===== src/design/ncl_pkg.sv =====
// Constants, table defaults and state type for the config loader
package ncl_pkg;
   // Register map
   localparam logic [11:0] ADDR_TBL_FIRST = 12'hA00;
   localparam logic [11:0] ADDR_TBL_LAST = 12'hA16;
   localparam logic [11:0] ADDR_BUSY = 12'hB00;
   localparam logic [11:0] ADDR_ERR = 12'hB01;
   localparam logic [11:0] ADDR_CTRL = 12'hB02;
   localparam logic [11:0] ADDR_STORE = 12'hB03;
   localparam int TBL_DEPTH = 23;
   localparam int IDX_W = 5;
   // Field positions
   localparam int BIT_BUSY = 0;
   localparam int BIT_ERR = 0;
   localparam int BIT_WEN = 0;
   localparam int BIT_RELOAD = 1;
   localparam int BIT_STORE = 0;
   localparam int OP_FLAG_BIT = 7;
   localparam int ADDR_HI_W = 4;
   // Entry encodings
   localparam logic [7:0] OP_APPLY = 8'h80;
   localparam logic [7:0] OP_END = 8'hFF;
   localparam logic [4:0] STEP_SEG = 5'h03;
   localparam logic [4:0] STEP_OP = 5'h01;
   localparam logic [7:0] SUM_SEED = 8'hA5;
   localparam logic [7:0] ZERO8 = 8'h00;

   typedef enum logic [3:0] {
      ST_IDLE, ST_START, ST_SEG, ST_BYTE, ST_WAIT, ST_NEXT,
      ST_APPLY, ST_SUM, ST_SUM_WAIT, ST_DONE
   } ncl_state_e;

   // Segment: length-1, address high, address low
   function automatic logic [7:0] tbl_default(input int i);
      case (i)
         0: tbl_default = 8'h1F;
         1: tbl_default = 8'h00;
         2: tbl_default = 8'h00;
         3: tbl_default = 8'h3F;
         4: tbl_default = 8'h00;
         5: tbl_default = 8'hF0;
         6: tbl_default = 8'h2F;
         7: tbl_default = 8'h01;
         8: tbl_default = 8'h90;
         9: tbl_default = 8'h3F;
         10: tbl_default = 8'h01;
         11: tbl_default = 8'hE0;
         12: tbl_default = 8'h12;
         13: tbl_default = 8'h02;
         14: tbl_default = 8'h20;
         15: tbl_default = OP_APPLY;
         default: tbl_default = OP_END;
      endcase
   endfunction
endpackage


===== src/design/ncl_loader.sv =====
// Nonvolatile configuration store and reload engine
//
// Functional notes
// - Twenty-three byte segment table describes copied ranges
// - Table also holds apply and end opcodes
// - Reset table copies five address ranges (227 bytes), then applies
// - Busy bit reads one during transfer
// - Error bit reads one on bad data
// - Reload bit with select low restores config
// - Reload bit clears itself next cycle
// - Write-enable bit, default zero, guards stores
// - Store bit starts copy, clears when done
// - Apply moves all buffer registers to active
`timescale 1ns/1ps
`default_nettype none
module ncl_loader #(
   parameter int NVM_AW = 10
) (
   // Clock and reset
   input wire logic clk,
   input wire logic rst_n,
   // Register access from the serial port
   input wire logic reg_wr,
   input wire logic reg_rd,
   input wire logic [11:0] reg_addr,
   input wire logic [7:0] reg_wdata,
   output logic [7:0] reg_rdata,
   // Memory-select pin, low lets a reload read the memory; stores ignore it
   input wire logic nvm_sel_n,
   // Nonvolatile memory
   output logic nvm_req,
   output logic nvm_we,
   output logic [NVM_AW-1:0] nvm_addr,
   output logic [7:0] nvm_wdata,
   input wire logic nvm_ack,
   input wire logic [7:0] nvm_rdata,
   // Buffer registers
   output logic [11:0] cfg_addr,
   input wire logic [7:0] cfg_rdata,
   output logic cfg_wr,
   output logic [7:0] cfg_wdata,
   output logic cfg_apply,
   output logic cfg_soft_rst
);
   import ncl_pkg::*;
   if (NVM_AW < 8 || NVM_AW > 24) begin : g_chk
      $error("ncl_loader: NVM_AW out of range");
   end

   localparam logic [NVM_AW-1:0] NVM_ONE = NVM_AW'(1);

   ncl_state_e st_q, st_d;
   logic [IDX_W-1:0] idx_q, idx_d;
   logic [6:0] cnt_q, cnt_d;
   logic [11:0] cfg_addr_q, cfg_addr_d;
   logic cfg_wr_q, cfg_wr_d;
   logic [7:0] cfg_wdata_q, cfg_wdata_d;
   logic apply_q, apply_d, srst_q, srst_d;
   logic req_q, req_d, we_q, we_d;
   logic [NVM_AW-1:0] naddr_q, naddr_d;
   logic [7:0] nwdata_q, nwdata_d;
   logic [7:0] sum_q, sum_d;
   logic err_q, err_d, load_q, load_d;
   logic wen_q, wen_d, reload_q, reload_d, store_q, store_d;
   logic [7:0] rdata_q, rdata_d;
   logic sel_meta_q, sel_s_q;
   logic busy;
   logic [7:0] tbl_host, tbl_b0, tbl_b1, tbl_b2;

   function automatic logic tbl_hit(input logic [11:0] a);
      tbl_hit = (a >= ADDR_TBL_FIRST) && (a <= ADDR_TBL_LAST);
   endfunction

   function automatic logic [IDX_W-1:0] tbl_idx(input logic [11:0] a);
      logic [11:0] off;
      off = a - ADDR_TBL_FIRST;
      tbl_idx = off[IDX_W-1:0];
   endfunction

   ncl_seg_table #(.DEPTH(TBL_DEPTH)) u_tbl (
      .clk(clk),
      .rst_n(rst_n),
      .wr_en(reg_wr && tbl_hit(reg_addr) && !busy),
      .wr_idx(tbl_idx(reg_addr)),
      .wr_data(reg_wdata),
      .rd_idx(tbl_idx(reg_addr)),
      .rd_data(tbl_host),
      .ld_idx(idx_q),
      .ld_b0(tbl_b0),
      .ld_b1(tbl_b1),
      .ld_b2(tbl_b2)
   );

   // Pin is asynchronous to clk
   always_ff @(posedge clk) begin
      if (!rst_n) begin
         sel_meta_q <= 1'b1;
         sel_s_q <= 1'b1;
      end else begin
         sel_meta_q <= nvm_sel_n;
         sel_s_q <= sel_meta_q;
      end
   end

   assign busy = (st_q != ST_IDLE) || store_q;

   always_comb begin
      st_d = st_q;
      idx_d = idx_q;
      cnt_d = cnt_q;
      cfg_addr_d = cfg_addr_q;
      cfg_wr_d = 1'b0;
      cfg_wdata_d = cfg_wdata_q;
      apply_d = 1'b0;
      srst_d = 1'b0;
      req_d = req_q;
      we_d = we_q;
      naddr_d = naddr_q;
      nwdata_d = nwdata_q;
      sum_d = sum_q;
      err_d = err_q;
      load_d = load_q;
      wen_d = wen_q;
      reload_d = 1'b0;
      store_d = store_q;
      rdata_d = rdata_q;
      if (reg_wr && reg_addr == ADDR_CTRL) begin
         wen_d = reg_wdata[BIT_WEN];
         reload_d = reg_wdata[BIT_RELOAD];
      end
      // Store request only taken while unlocked and idle
      if (reg_wr && reg_addr == ADDR_STORE && reg_wdata[BIT_STORE]
          && wen_q && !busy) begin
         store_d = 1'b1;
      end
      if (reg_rd) begin
         rdata_d = ZERO8;
         case (reg_addr)
            ADDR_BUSY: rdata_d[BIT_BUSY] = busy;
            ADDR_ERR: rdata_d[BIT_ERR] = err_q;
            ADDR_CTRL: begin
               rdata_d[BIT_WEN] = wen_q;
               rdata_d[BIT_RELOAD] = reload_q;
            end
            ADDR_STORE: rdata_d[BIT_STORE] = store_q;
            default: rdata_d = tbl_hit(reg_addr) ? tbl_host : ZERO8;
         endcase
      end
      case (st_q)
         ST_IDLE: begin
            if (store_q) begin
               load_d = 1'b0;
               st_d = ST_START;
            end else if (reload_q && !sel_s_q) begin
               load_d = 1'b1;
               srst_d = 1'b1;
               st_d = ST_START;
            end
         end
         ST_START: begin
            idx_d = '0;
            sum_d = SUM_SEED;
            err_d = 1'b0;
            naddr_d = '0;
            st_d = ST_SEG;
         end
         ST_SEG: begin
            if (tbl_b0 == OP_END) begin
               st_d = ST_SUM;
            end else if (tbl_b0 == OP_APPLY) begin
               st_d = ST_APPLY;
            end else begin
               cfg_addr_d = {tbl_b1[ADDR_HI_W-1:0], tbl_b2};
               cnt_d = tbl_b0[OP_FLAG_BIT-1:0];
               idx_d = idx_q + STEP_SEG;
               st_d = ST_BYTE;
            end
         end
         ST_APPLY: begin
            apply_d = 1'b1;
            idx_d = idx_q + STEP_OP;
            st_d = ST_SEG;
         end
         ST_BYTE: begin
            req_d = 1'b1;
            we_d = !load_q;
            nwdata_d = cfg_rdata;
            st_d = ST_WAIT;
         end
         ST_WAIT: begin
            if (nvm_ack) begin
               req_d = 1'b0;
               if (load_q) begin
                  cfg_wdata_d = nvm_rdata;
                  cfg_wr_d = 1'b1;
                  sum_d = sum_q ^ nvm_rdata;
               end else begin
                  sum_d = sum_q ^ nwdata_q;
               end
               st_d = ST_NEXT;
            end
         end
         ST_NEXT: begin
            cfg_addr_d = cfg_addr_q + 12'h001;
            naddr_d = naddr_q + NVM_ONE;
            if (cnt_q == '0) begin
               st_d = ST_SEG;
            end else begin
               cnt_d = cnt_q - 7'h01;
               st_d = ST_BYTE;
            end
         end
         // Check byte closes every image so a load can verify it
         ST_SUM: begin
            req_d = 1'b1;
            we_d = !load_q;
            nwdata_d = sum_q;
            st_d = ST_SUM_WAIT;
         end
         ST_SUM_WAIT: begin
            if (nvm_ack) begin
               req_d = 1'b0;
               if (load_q && nvm_rdata != sum_q) begin
                  err_d = 1'b1;
               end
               st_d = ST_DONE;
            end
         end
         ST_DONE: begin
            store_d = 1'b0;
            st_d = ST_IDLE;
         end
         default: st_d = ST_IDLE;
      endcase
   end

   always_ff @(posedge clk) begin
      if (!rst_n) begin
         st_q <= ST_IDLE;
         idx_q <= '0;
         cnt_q <= '0;
         cfg_addr_q <= '0;
         cfg_wr_q <= 1'b0;
         cfg_wdata_q <= '0;
         apply_q <= 1'b0;
         srst_q <= 1'b0;
         req_q <= 1'b0;
         we_q <= 1'b0;
         naddr_q <= '0;
         nwdata_q <= '0;
         sum_q <= SUM_SEED;
         err_q <= 1'b0;
         load_q <= 1'b0;
         wen_q <= 1'b0;
         reload_q <= 1'b0;
         store_q <= 1'b0;
         rdata_q <= '0;
      end else begin
         st_q <= st_d;
         idx_q <= idx_d;
         cnt_q <= cnt_d;
         cfg_addr_q <= cfg_addr_d;
         cfg_wr_q <= cfg_wr_d;
         cfg_wdata_q <= cfg_wdata_d;
         apply_q <= apply_d;
         srst_q <= srst_d;
         req_q <= req_d;
         we_q <= we_d;
         naddr_q <= naddr_d;
         nwdata_q <= nwdata_d;
         sum_q <= sum_d;
         err_q <= err_d;
         load_q <= load_d;
         wen_q <= wen_d;
         reload_q <= reload_d;
         store_q <= store_d;
         rdata_q <= rdata_d;
      end
   end

   assign reg_rdata = rdata_q;
   assign nvm_req = req_q;
   assign nvm_we = we_q;
   assign nvm_addr = naddr_q;
   assign nvm_wdata = nwdata_q;
   assign cfg_addr = cfg_addr_q;
   assign cfg_wr = cfg_wr_q;
   assign cfg_wdata = cfg_wdata_q;
   assign cfg_apply = apply_q;
   assign cfg_soft_rst = srst_q;
endmodule
`default_nettype wire


===== src/design/ncl_seg_table.sv =====
// Segment table storage with power-on contents
`timescale 1ns/1ps
`default_nettype none
module ncl_seg_table #(
   parameter int DEPTH = ncl_pkg::TBL_DEPTH
) (
   // Clock and reset
   input wire logic clk,
   input wire logic rst_n,
   // Host port
   input wire logic wr_en,
   input wire logic [ncl_pkg::IDX_W-1:0] wr_idx,
   input wire logic [7:0] wr_data,
   input wire logic [ncl_pkg::IDX_W-1:0] rd_idx,
   output logic [7:0] rd_data,
   // Loader port, three bytes from ld_idx
   input wire logic [ncl_pkg::IDX_W-1:0] ld_idx,
   output logic [7:0] ld_b0,
   output logic [7:0] ld_b1,
   output logic [7:0] ld_b2
);
   if (DEPTH < 1 || DEPTH > (1 << ncl_pkg::IDX_W) - 3) begin : g_chk
      $error("ncl_seg_table: DEPTH out of range");
   end

   logic [7:0] tbl_q [DEPTH];
   logic [7:0] tbl_d [DEPTH];

   // Reads past the end see the end opcode, so a walk always stops
   function automatic logic [7:0] rd(input logic [ncl_pkg::IDX_W:0] i);
      rd = (int'(i) < DEPTH) ? tbl_q[int'(i)] : ncl_pkg::OP_END;
   endfunction

   always_comb begin
      tbl_d = tbl_q;
      if (wr_en && int'(wr_idx) < DEPTH) begin
         tbl_d[int'(wr_idx)] = wr_data;
      end
   end

   for (genvar g = 0; g < DEPTH; g++) begin : g_ent
      always_ff @(posedge clk) begin
         if (!rst_n) begin
            tbl_q[g] <= ncl_pkg::tbl_default(g);
         end else begin
            tbl_q[g] <= tbl_d[g];
         end
      end
   end

   assign rd_data = rd({1'b0, rd_idx});
   assign ld_b0 = rd({1'b0, ld_idx});
   assign ld_b1 = rd({1'b0, ld_idx} + 6'h01);
   assign ld_b2 = rd({1'b0, ld_idx} + 6'h02);
endmodule
`default_nettype wire


===== config.mk =====
export PLATFORM = sky130hd
export DESIGN_NAME = ncl_loader
export DESIGN_NICKNAME = d
export VERILOG_FILES = /design/src/design/ncl_pkg.sv /design/src/design/ncl_loader.sv /design/src/design/ncl_seg_table.sv
export SDC_FILE = /design/constraint.sdc
export NUM_CORES = 1
export LEC_CHECK = 0
export ABC_AREA = 1
export BUFFER_PORTS_ARGS = -buffer_cell sky130_fd_sc_hd__buf_2
export CAP_MARGIN = 10
export CELL_PAD_IN_SITES_DETAIL_PLACEMENT = 1
export CELL_PAD_IN_SITES_GLOBAL_PLACEMENT = 1
export CORE_MARGIN = 3
export CORE_UTILIZATION = 40
export CTS_BUF_LIST = sky130_fd_sc_hd__clkbuf_2
export CTS_CLUSTER_DIAMETER = 120
export DETAILED_ROUTE_END_ITERATION = 6
export PLACE_DENSITY = 0.83
export RECOVER_POWER = 100
export REMOVE_ABC_BUFFERS = 1
export SETUP_SLACK_MARGIN = 0.3
export SYNTH_ARGS = -nofsm -noshare
export SYNTH_HDL_FRONTEND = slang
export SYNTH_SLANG_ARGS = --single-unit

===== constraint.sdc =====
create_clock -name clk -period 5.4 [get_ports clk]
set_clock_uncertainty 0.15 [all_clocks]
set_input_delay 0.54 -clock clk [delete_from_list [all_inputs] [get_ports clk]]
set_output_delay 0.54 -clock clk [all_outputs]
set_load 0.005 [all_outputs]

==> qor.csv, run 1 <==
stage;metric;value;unit
critical_path;reg2reg_to;cfg_addr[5];
flow_run;maxCapViolations;1;
placed_design;placed_area;16630;um2
finish;instances_no_fill;3139;
synthesis;synth_area_leader_cell;dfxtp_1;
synthesis;yosys.area.top_type_share;0.3327;
floorplan;start_util;0.4094;
finish;fillers;5298;
clocking;ctsResizeCount;0;
finish;most-common-layout-cells;nand2_1, nand3_1, dfxtp_1, inv_1, nor2_1;
critical_path;r2r_start;idx_q[0];
timing;fin_crit;4.635;ns
pwr;leakagePower;0.007751;uW
finish;final_area;17710;um2
route;post_drt_wl_per_cell;22.11;um
synthesis;synth_cell_type_count;48;
critical_path;slowest_stage;clkbuf_2;
critical_path;path_class;reg -> reg;
placed_design;place.gp.congestion;0.9643;
clocking;root_buffer;clkbuf_2;
clocking;clk_latency;1.01;ns
synthesis;ys_warn_count;0;
synthesis;synth-seq-area-share;0.3327;
worst_hold_path;hold_depth;8;
outcome;status;finished with violations;
clocking;cts.htree.levels;3;
worst_hold_path;hp-start;reg_addr[6];
synthesis;synthFlopType;dfxtp_1;
global_routing;gr-total-overflow;0;
finish;area_delta_synth_final;10.65;%
clocking;clockBufferDepth;3;
synthesis;yosys_register_bits;266;
critical_path;slowest_delay;0.96;ns
route;dr.pass1.iters;6;
critical_path;crit_chain;clkbuf_2 -> a21oi_1 -> nor2_1 -> inv_1 -> nand2_1 -> inv_1 -> nand2_1 -> nand2_1 -> nor2_1 -> nand3_2 -> nand2_2 -> nand2_1 -> nand2_1 -> nor2_1;
critical_path;worstSetupStartpointType;flop;
synthesis;syn_inst;2478;
route;viasPerCell;6.005;
floorplan;coreArea;39100;um2
timing;setup_viol;0;
placed_design;port_buffers;92;
global_routing;grt_start_max_net_pins;93;
clocking;cts_tree;done;
clocking;cts_sinks;266;
floorplan;dieArea;42460;um2
finish;layout_commonest_cell;nand2_1;
synthesis;ys_async_sr_fraction;0;
finish;drive_gt1_frac;0.08511;
route;final_antenna_net_count;0;
timing;worstMarginPinSlew;3.475;ns
critical_path;worst-path-max-fanout;64;
floorplan;io_pins;93;
timing;post-route-period-util;0.8583;
timing;slew-limit-headroom;-1.319;
critical_path;crit_required;5.93;ns
global_routing;grt_pass1_vias;19140;
worst_hold_path;hold_class;in -> reg;
placed_design;dp.cells;2950;
worst_hold_path;whs_endpoint;reg_rdata[0];
timing;finalHoldViolCount;0;
placed_design;dp_hpwl;46000;um
critical_path;crit_top_cell;nand2_1;
critical_path;rr_worst_depth;14;
global_routing;grt_usage;0.3225;
global_routing;antenna_found_initial;2;
timing;drv_slew;93;
critical_path;r2r_setup_slack;0.77;ns
route;drt_iter0_drc;1955;
pwr;ir_worst_vdd;135.7;uV
route;drcViolationCount;0;
floorplan;die_x;206.1;um
synthesis;synth_area_leaders;dfxtp_1, nand2_1, nand3_1;
timing;rsz0062_at_grt;no;
clocking;cts_buffers;76;
floorplan;die_height;206.1;um
pwr;power_per_cell_area;260.4;nW/um2
global_routing;grt_pass1_wl;107700;um
timing;fmax;215.8;MHz
route;route.vias.total;18850;
finish;num-nets-final;2611;
synthesis;synth_enable_flop_cells;0;
critical_path;cp-end-kind;flop;
critical_path;arrival;5.16;ns
route;drt_wl_total;69400;um
synthesis;syn_area;16010;um2
synthesis;synth.avg_cell_area;6.460;um2
floorplan;rows;72;
clocking;clkTransAtPathRegs;0.11;ns
outcome;violations;max-capacitance violations, max-slew violations;
[critical path, delay by kind of cell (launching register included)]
family / cells / cell delay [ns]
and+or+nand+nor: 10 / 1.86
AOI/OAI and AO/OA: 1 / 0.23
DFF: 1 / 0.78
buffers and inverters: 3 / 1.19
[through the flow]
step	setup TNS, ns	hold WS (ns)	setup WS, ns	utilization	power [uW]
floorplan	-17.99	0.2425	-1.212	-	2666
global placement	0	0.2525	1.488	0.4255	3019
detailed placement	0	0.2601	1.323	0.4255	3055
CTS	0	0.03707	1.250	0.4549	4602
global route	0	0.1367	0.4681	0.4531	4859
finish	0	0.1006	0.7651	0.4531	4612
[routing by layer]
metal	global-route usage	vias to the layer above	share of wire
li1	-	8632	-
met1	0.4083	9071	0.41
met2	0.5178	917	0.45
met3	0.06678	229	0.087
met4	0.1685	0	0.049
met5	0	-	0
[layout make-up]
class | count | area, um2 | share of cell area
multi-input combinational | 1805 | 9034 | 0.5100
sequential | 266 | 5333 | 0.3011
timing repair buffer | 176 | 1149 | 0.06484
inverter | 235 | 887.1 | 0.05008
tap | 518 | 648.1 | 0.03659
clock buffer | 112 | 560.5 | 0.03165
clock inverter | 26 | 100.1 | 0.005651
antenna | 1 | 2.502 | 0.0001413
[state kept, by name, summed over array words and instances (netlist names), 4 cells and up]
signal	count
u_tbl.tbl_q	184
cfg_addr	12
nvm_addr	10
cfg_wdata	8
nvm_wdata	8
reg_rdata	8
sum_q	8
cnt_q	7
idx_q	5
st_q	4
[logic make-up (layout without fill, tap and decap cells)]
logic type / after synthesis / after routing / synth area share
xor gates and xnor gates: 19 / 19 / 0.01086
DFF: 266 / 266 / 0.3327
buffers and inverters: 407 / 549 / 0.1030
and+or+nand+nor: 1179 / 1179 / 0.3091
adders and majority gates: 9 / 9 / 0.007504
other: 0 / 1 / 0
AOI/OAI and AO/OA: 598 / 598 / 0.2368
[worst max path at each step]
| stage | startpoint | to | slack, ns | depth (start not counted) |
|---|---|---|---|---|
| finish | idx_q[0] | cfg_addr[5] | 0.77 | 14 |
| global route | idx_q[0] | cfg_addr[3] | 0.47 | 16 |
| CTS | idx_q[0] | cfg_addr[5] | 1.25 | 17 |
| detailed placement | idx_q[0] | cfg_addr[5] | 1.32 | 17 |
| global placement | idx_q[0] | cfg_addr[6] | 1.49 | 17 |
| floorplan | idx_q[0] | cfg_addr[8] | -1.21 | 14 |
[power breakdown]
group	internal (uW)	switching (uW)
clock network	556	988
registers	1980	52.7
logic	286	745
[Yosys cell counts, types with 2 or more instances]
library cell	count
o21ai_0	163
a221oi_1	14
o211ai_1	129
buf_2	37
nand2_1	612
nor3_1	26
xor2_1	11
clkinv_1	8
a211oi_1	94
a21oi_1	118
a31oi_1	3
clkbuf_1	105
or2_2	3
o22ai_1	33
o221ai_1	8
o21ai_1	4
o311ai_0	2
xnor2_1	7
nand3_2	2
nand2_2	3
buf_6	6
nor2_2	8
buf_1	16
inv_2	3
buf_4	7
dfxtp_1	266
nor4_1	3
o2111ai_1	16
a22oi_1	6
nor2_1	218
nand3_1	276
a2111o_1	2
inv_1	223
nand3b_1	2
o21a_1	3
ha_1	8
nand4_1	22
[what timing repair did]
action,in CTS,in global routing
setup buffers,0,0
endpoints found under the hold margin,166,0
setup endpoints to repair,0,0
hold buffers,49,0
Note: power is estimated with default switching activity, not from simulation.
==> inputs of run 2 (changes only) <==
==> constraint.sdc (replaced) <==
create_clock -name clk -period 5.7 [get_ports clk]
set_clock_uncertainty 0.15 [all_clocks]
set_input_delay 0.57 -clock clk [delete_from_list [all_inputs] [get_ports clk]]
set_output_delay 0.57 -clock clk [all_outputs]
set_load 0.005 [all_outputs]
==> qor.csv, run 2 (synthesis gave the netlist of run 1 again) <==
stage;metric;value;unit;change
placed_design;port_buffers;92;;unchanged
placed_design;dpl_worst_slack;1.805;ns;was 1.323 ns
finish;instances_no_fill;3131;;was 3139
critical_path;crit_chain;inv_4 -> clkbuf_2 -> nand2_1 -> nand3_1 -> nand3_1 -> nand2_1 -> nor2_1 -> o21ai_0 -> nand2_1 -> nor2_1 -> nand3_2 -> nand3_1 -> nand2_1 -> nand2_1 -> nor2_1;;was clkbuf_2 -> a21oi_1 -> nor2_1 -> inv_1 -> nand2_1 -> inv_1 -> nand2_1 -> nand2_1 -> nor2_1 -> nand3_2 -> nand2_2 -> nand2_1 -> nand2_1 -> nor2_1
clocking;clockBufferDepth;3;;unchanged
critical_path;crit_required;6.42;ns;was 5.93 ns
timing;whs;0.1373;ns;was 0.1006 ns
clocking;cts.htree.levels;3;;unchanged
placed_design;dp_hpwl;46430;um;was 46000 um
outcome;status;finished with violations;;unchanged
floorplan;rows;72;;unchanged
finish;largest-register;u_tbl.tbl_q;;unchanged
critical_path;worst-path-max-fanout;54;;was 64
finish;drive_gt1_frac;0.07857;;was 0.08511
timing;worstMarginPinSlew;2.014;ns;was 3.475 ns
pwr;leakagePower;0.007688;uW;was 0.007751 uW
placed_design;place.gp.congestion;0.9821;;was 0.9643
floorplan;io_pins;93;;unchanged
global_routing;grt_usage;0.3297;;was 0.3225
pwr;ir_worst_vdd;137.2;uV;was 135.7 uV
timing;setup_viol;0;;unchanged
floorplan;start_util;0.4094;;unchanged
route;route.vias.total;18950;;was 18850
floorplan;coreArea;39100;um2;unchanged
timing;setup_slack;1.062;ns;was 0.7651 ns
route;final_antenna_net_count;0;;unchanged
floorplan;die_height;206.1;um;unchanged
finish;layout_commonest_cell;nand2_1;;unchanged
timing;slew-limit-headroom;-0.3532;;was -1.319
floorplan;die_x;206.1;um;unchanged
global_routing;grt_start_max_net_pins;82;;was 93
clocking;cts_sinks;266;;unchanged
clocking;cts_tree;done;;unchanged
timing;post-route-period-util;0.8137;;was 0.8583
worst_hold_path;hold_class;in -> reg;;unchanged
outcome;violations;max-capacitance violations, max-slew violations;;unchanged
finish;multi_input_area;9031;um2;was 9034 um2
clocking;cts_buffers;78;;was 76
placed_design;dp.cells;2945;;was 2950
critical_path;slowest_stage;clkbuf_2;;unchanged
global_routing;antenna_found_initial;3;;was 2
route;drt_wl_total;70670;um;was 69400 um
timing;fmax;215.6;MHz;was 215.8 MHz
global_routing;grt_pass1_wl;109700;um;was 107700 um
floorplan;dieArea;42460;um2;unchanged
finish;fillers;5333;;was 5298
finish;regArea;5333;um2;unchanged
timing;finalHoldViolCount;0;;unchanged
timing;fin_crit;4.638;ns;was 4.635 ns
timing;drv_slew;63;;was 93
clocking;clk_latency;1.04;ns;was 1.01 ns
critical_path;arrival;5.36;ns;was 5.16 ns
clocking;clkTransAtPathRegs;0.09;ns;was 0.11 ns
clocking;ctsResizeCount;0;;unchanged
timing;rsz0062_at_grt;no;;unchanged
critical_path;r2r_setup_slack;1.06;ns;was 0.77 ns
critical_path;critical_path_buf_inv_count;2;;was 3
critical_path;worstSetupStartpointType;flop;;unchanged
critical_path;cpLargestDelayFamily;simple AND/OR/NAND/NOR gates;;unchanged
route;drcViolationCount;0;;unchanged
finish;num-nets-final;2606;;was 2611
critical_path;path_class;reg -> reg;;unchanged
global_routing;grt_pass1_vias;19250;;was 19140
flow_run;maxCapViolations;3;;was 1
finish;most-common-layout-cells;nand2_1, nand3_1, dfxtp_1, inv_1, nor2_1;;unchanged
critical_path;crit_top_cell;nand2_1;;unchanged
route;drt_iter0_drc;2039;;was 1955
critical_path;slowest_delay;0.96;ns;about the same
route;dr.pass1.iters;6;;unchanged
route;viasPerCell;6.052;;was 6.005
finish;largest_reg_flops;184;;unchanged
pwr;power_per_cell_area;250.0;nW/um2;was 260.4 nW/um2
clocking;root_buffer;clkbuf_2;;unchanged
finish;area_delta_synth_final;10.31;%;was 10.65%
finish;fin_util;0.4516;;was 0.4531
route;post_drt_wl_per_cell;22.57;um;was 22.11 um
global_routing;gr-total-overflow;0;;unchanged
critical_path;cp-end-kind;flop;;unchanged
[run 2: changes by cell type in the layout (fill, tap and decap cells not counted), sizes merged]
cell         delta
buf            -14
bufinv          +1
clkbuf          +8
clkinv          -2
diode           +3
dlygate4sd3     -1
inv             -3
[run 2: per-stage QoR]
step / area [um2] / total power (uW) / setup TNS (ns)
floorplan: 15240 / 2526 / -10.19
global placement: 16600 / 2881 / 0
detailed placement: 16600 / 2908 / 0
CTS: 17760 / 4402 / 0
global route: 17650 / 4638 / 0
finish: 17660 / 4415 / 0
[run 2: final timing paths]
check,start,endpoint,depth (start not counted)
worst max-delay path,idx_q[0],cnt_q[4],15
worst min-delay path,reg_addr[10],reg_rdata[0],6
worst max register to register,idx_q[0],cnt_q[4],15
worst min register to register,sel_meta_q,sel_s_q,1
[run 2: cell type report]
type	instances	share of cell area
clock inverter	22	0.006235
timing repair buffer	169	0.06094
clock buffer	112	0.03174
antenna	4	0.0005669
tap	518	0.03670
sequential	266	0.3020
multi-input combinational	1805	0.5114
inverter	235	0.05038
[run 2: worst reg2reg max path, delay by kind of cell (launching register included)]
family,cells,cell delay (ns)
DFF,1,0.53
buffers and inverters,2,1.42
and+or+nand+nor,12,2.10
AOI/OAI and AO/OA,1,0.33
[run 2: report_power, final]
group / leakage, uW / total, uW / switching, uW / internal [uW]
Clock: 0.000523 / 1500 / 928 / 567
Sequential: 0.00215 / 1920 / 43.9 / 1880
Combinational: 0.00502 / 997 / 727 / 270
Total: 0.00769 / 4410 / 1700 / 2710
[run 2: metal layers]
metal  global-route usage  vias up  routed length, um
met5                    0        -                  0
met1               0.4201     9210              29380
met2               0.5268      874              32040
met4               0.1762        0               3453
li1                     -     8644                  -
met3              0.06521      221               5795
[run 2: repair_timing]
| action | 4_1_cts | 5_1_grt |
|---|---|---|
| buffers inserted | 0 | 0 |
| hold buffers | 48 | 0 |
| hold endpoints to repair | 160 | 0 |
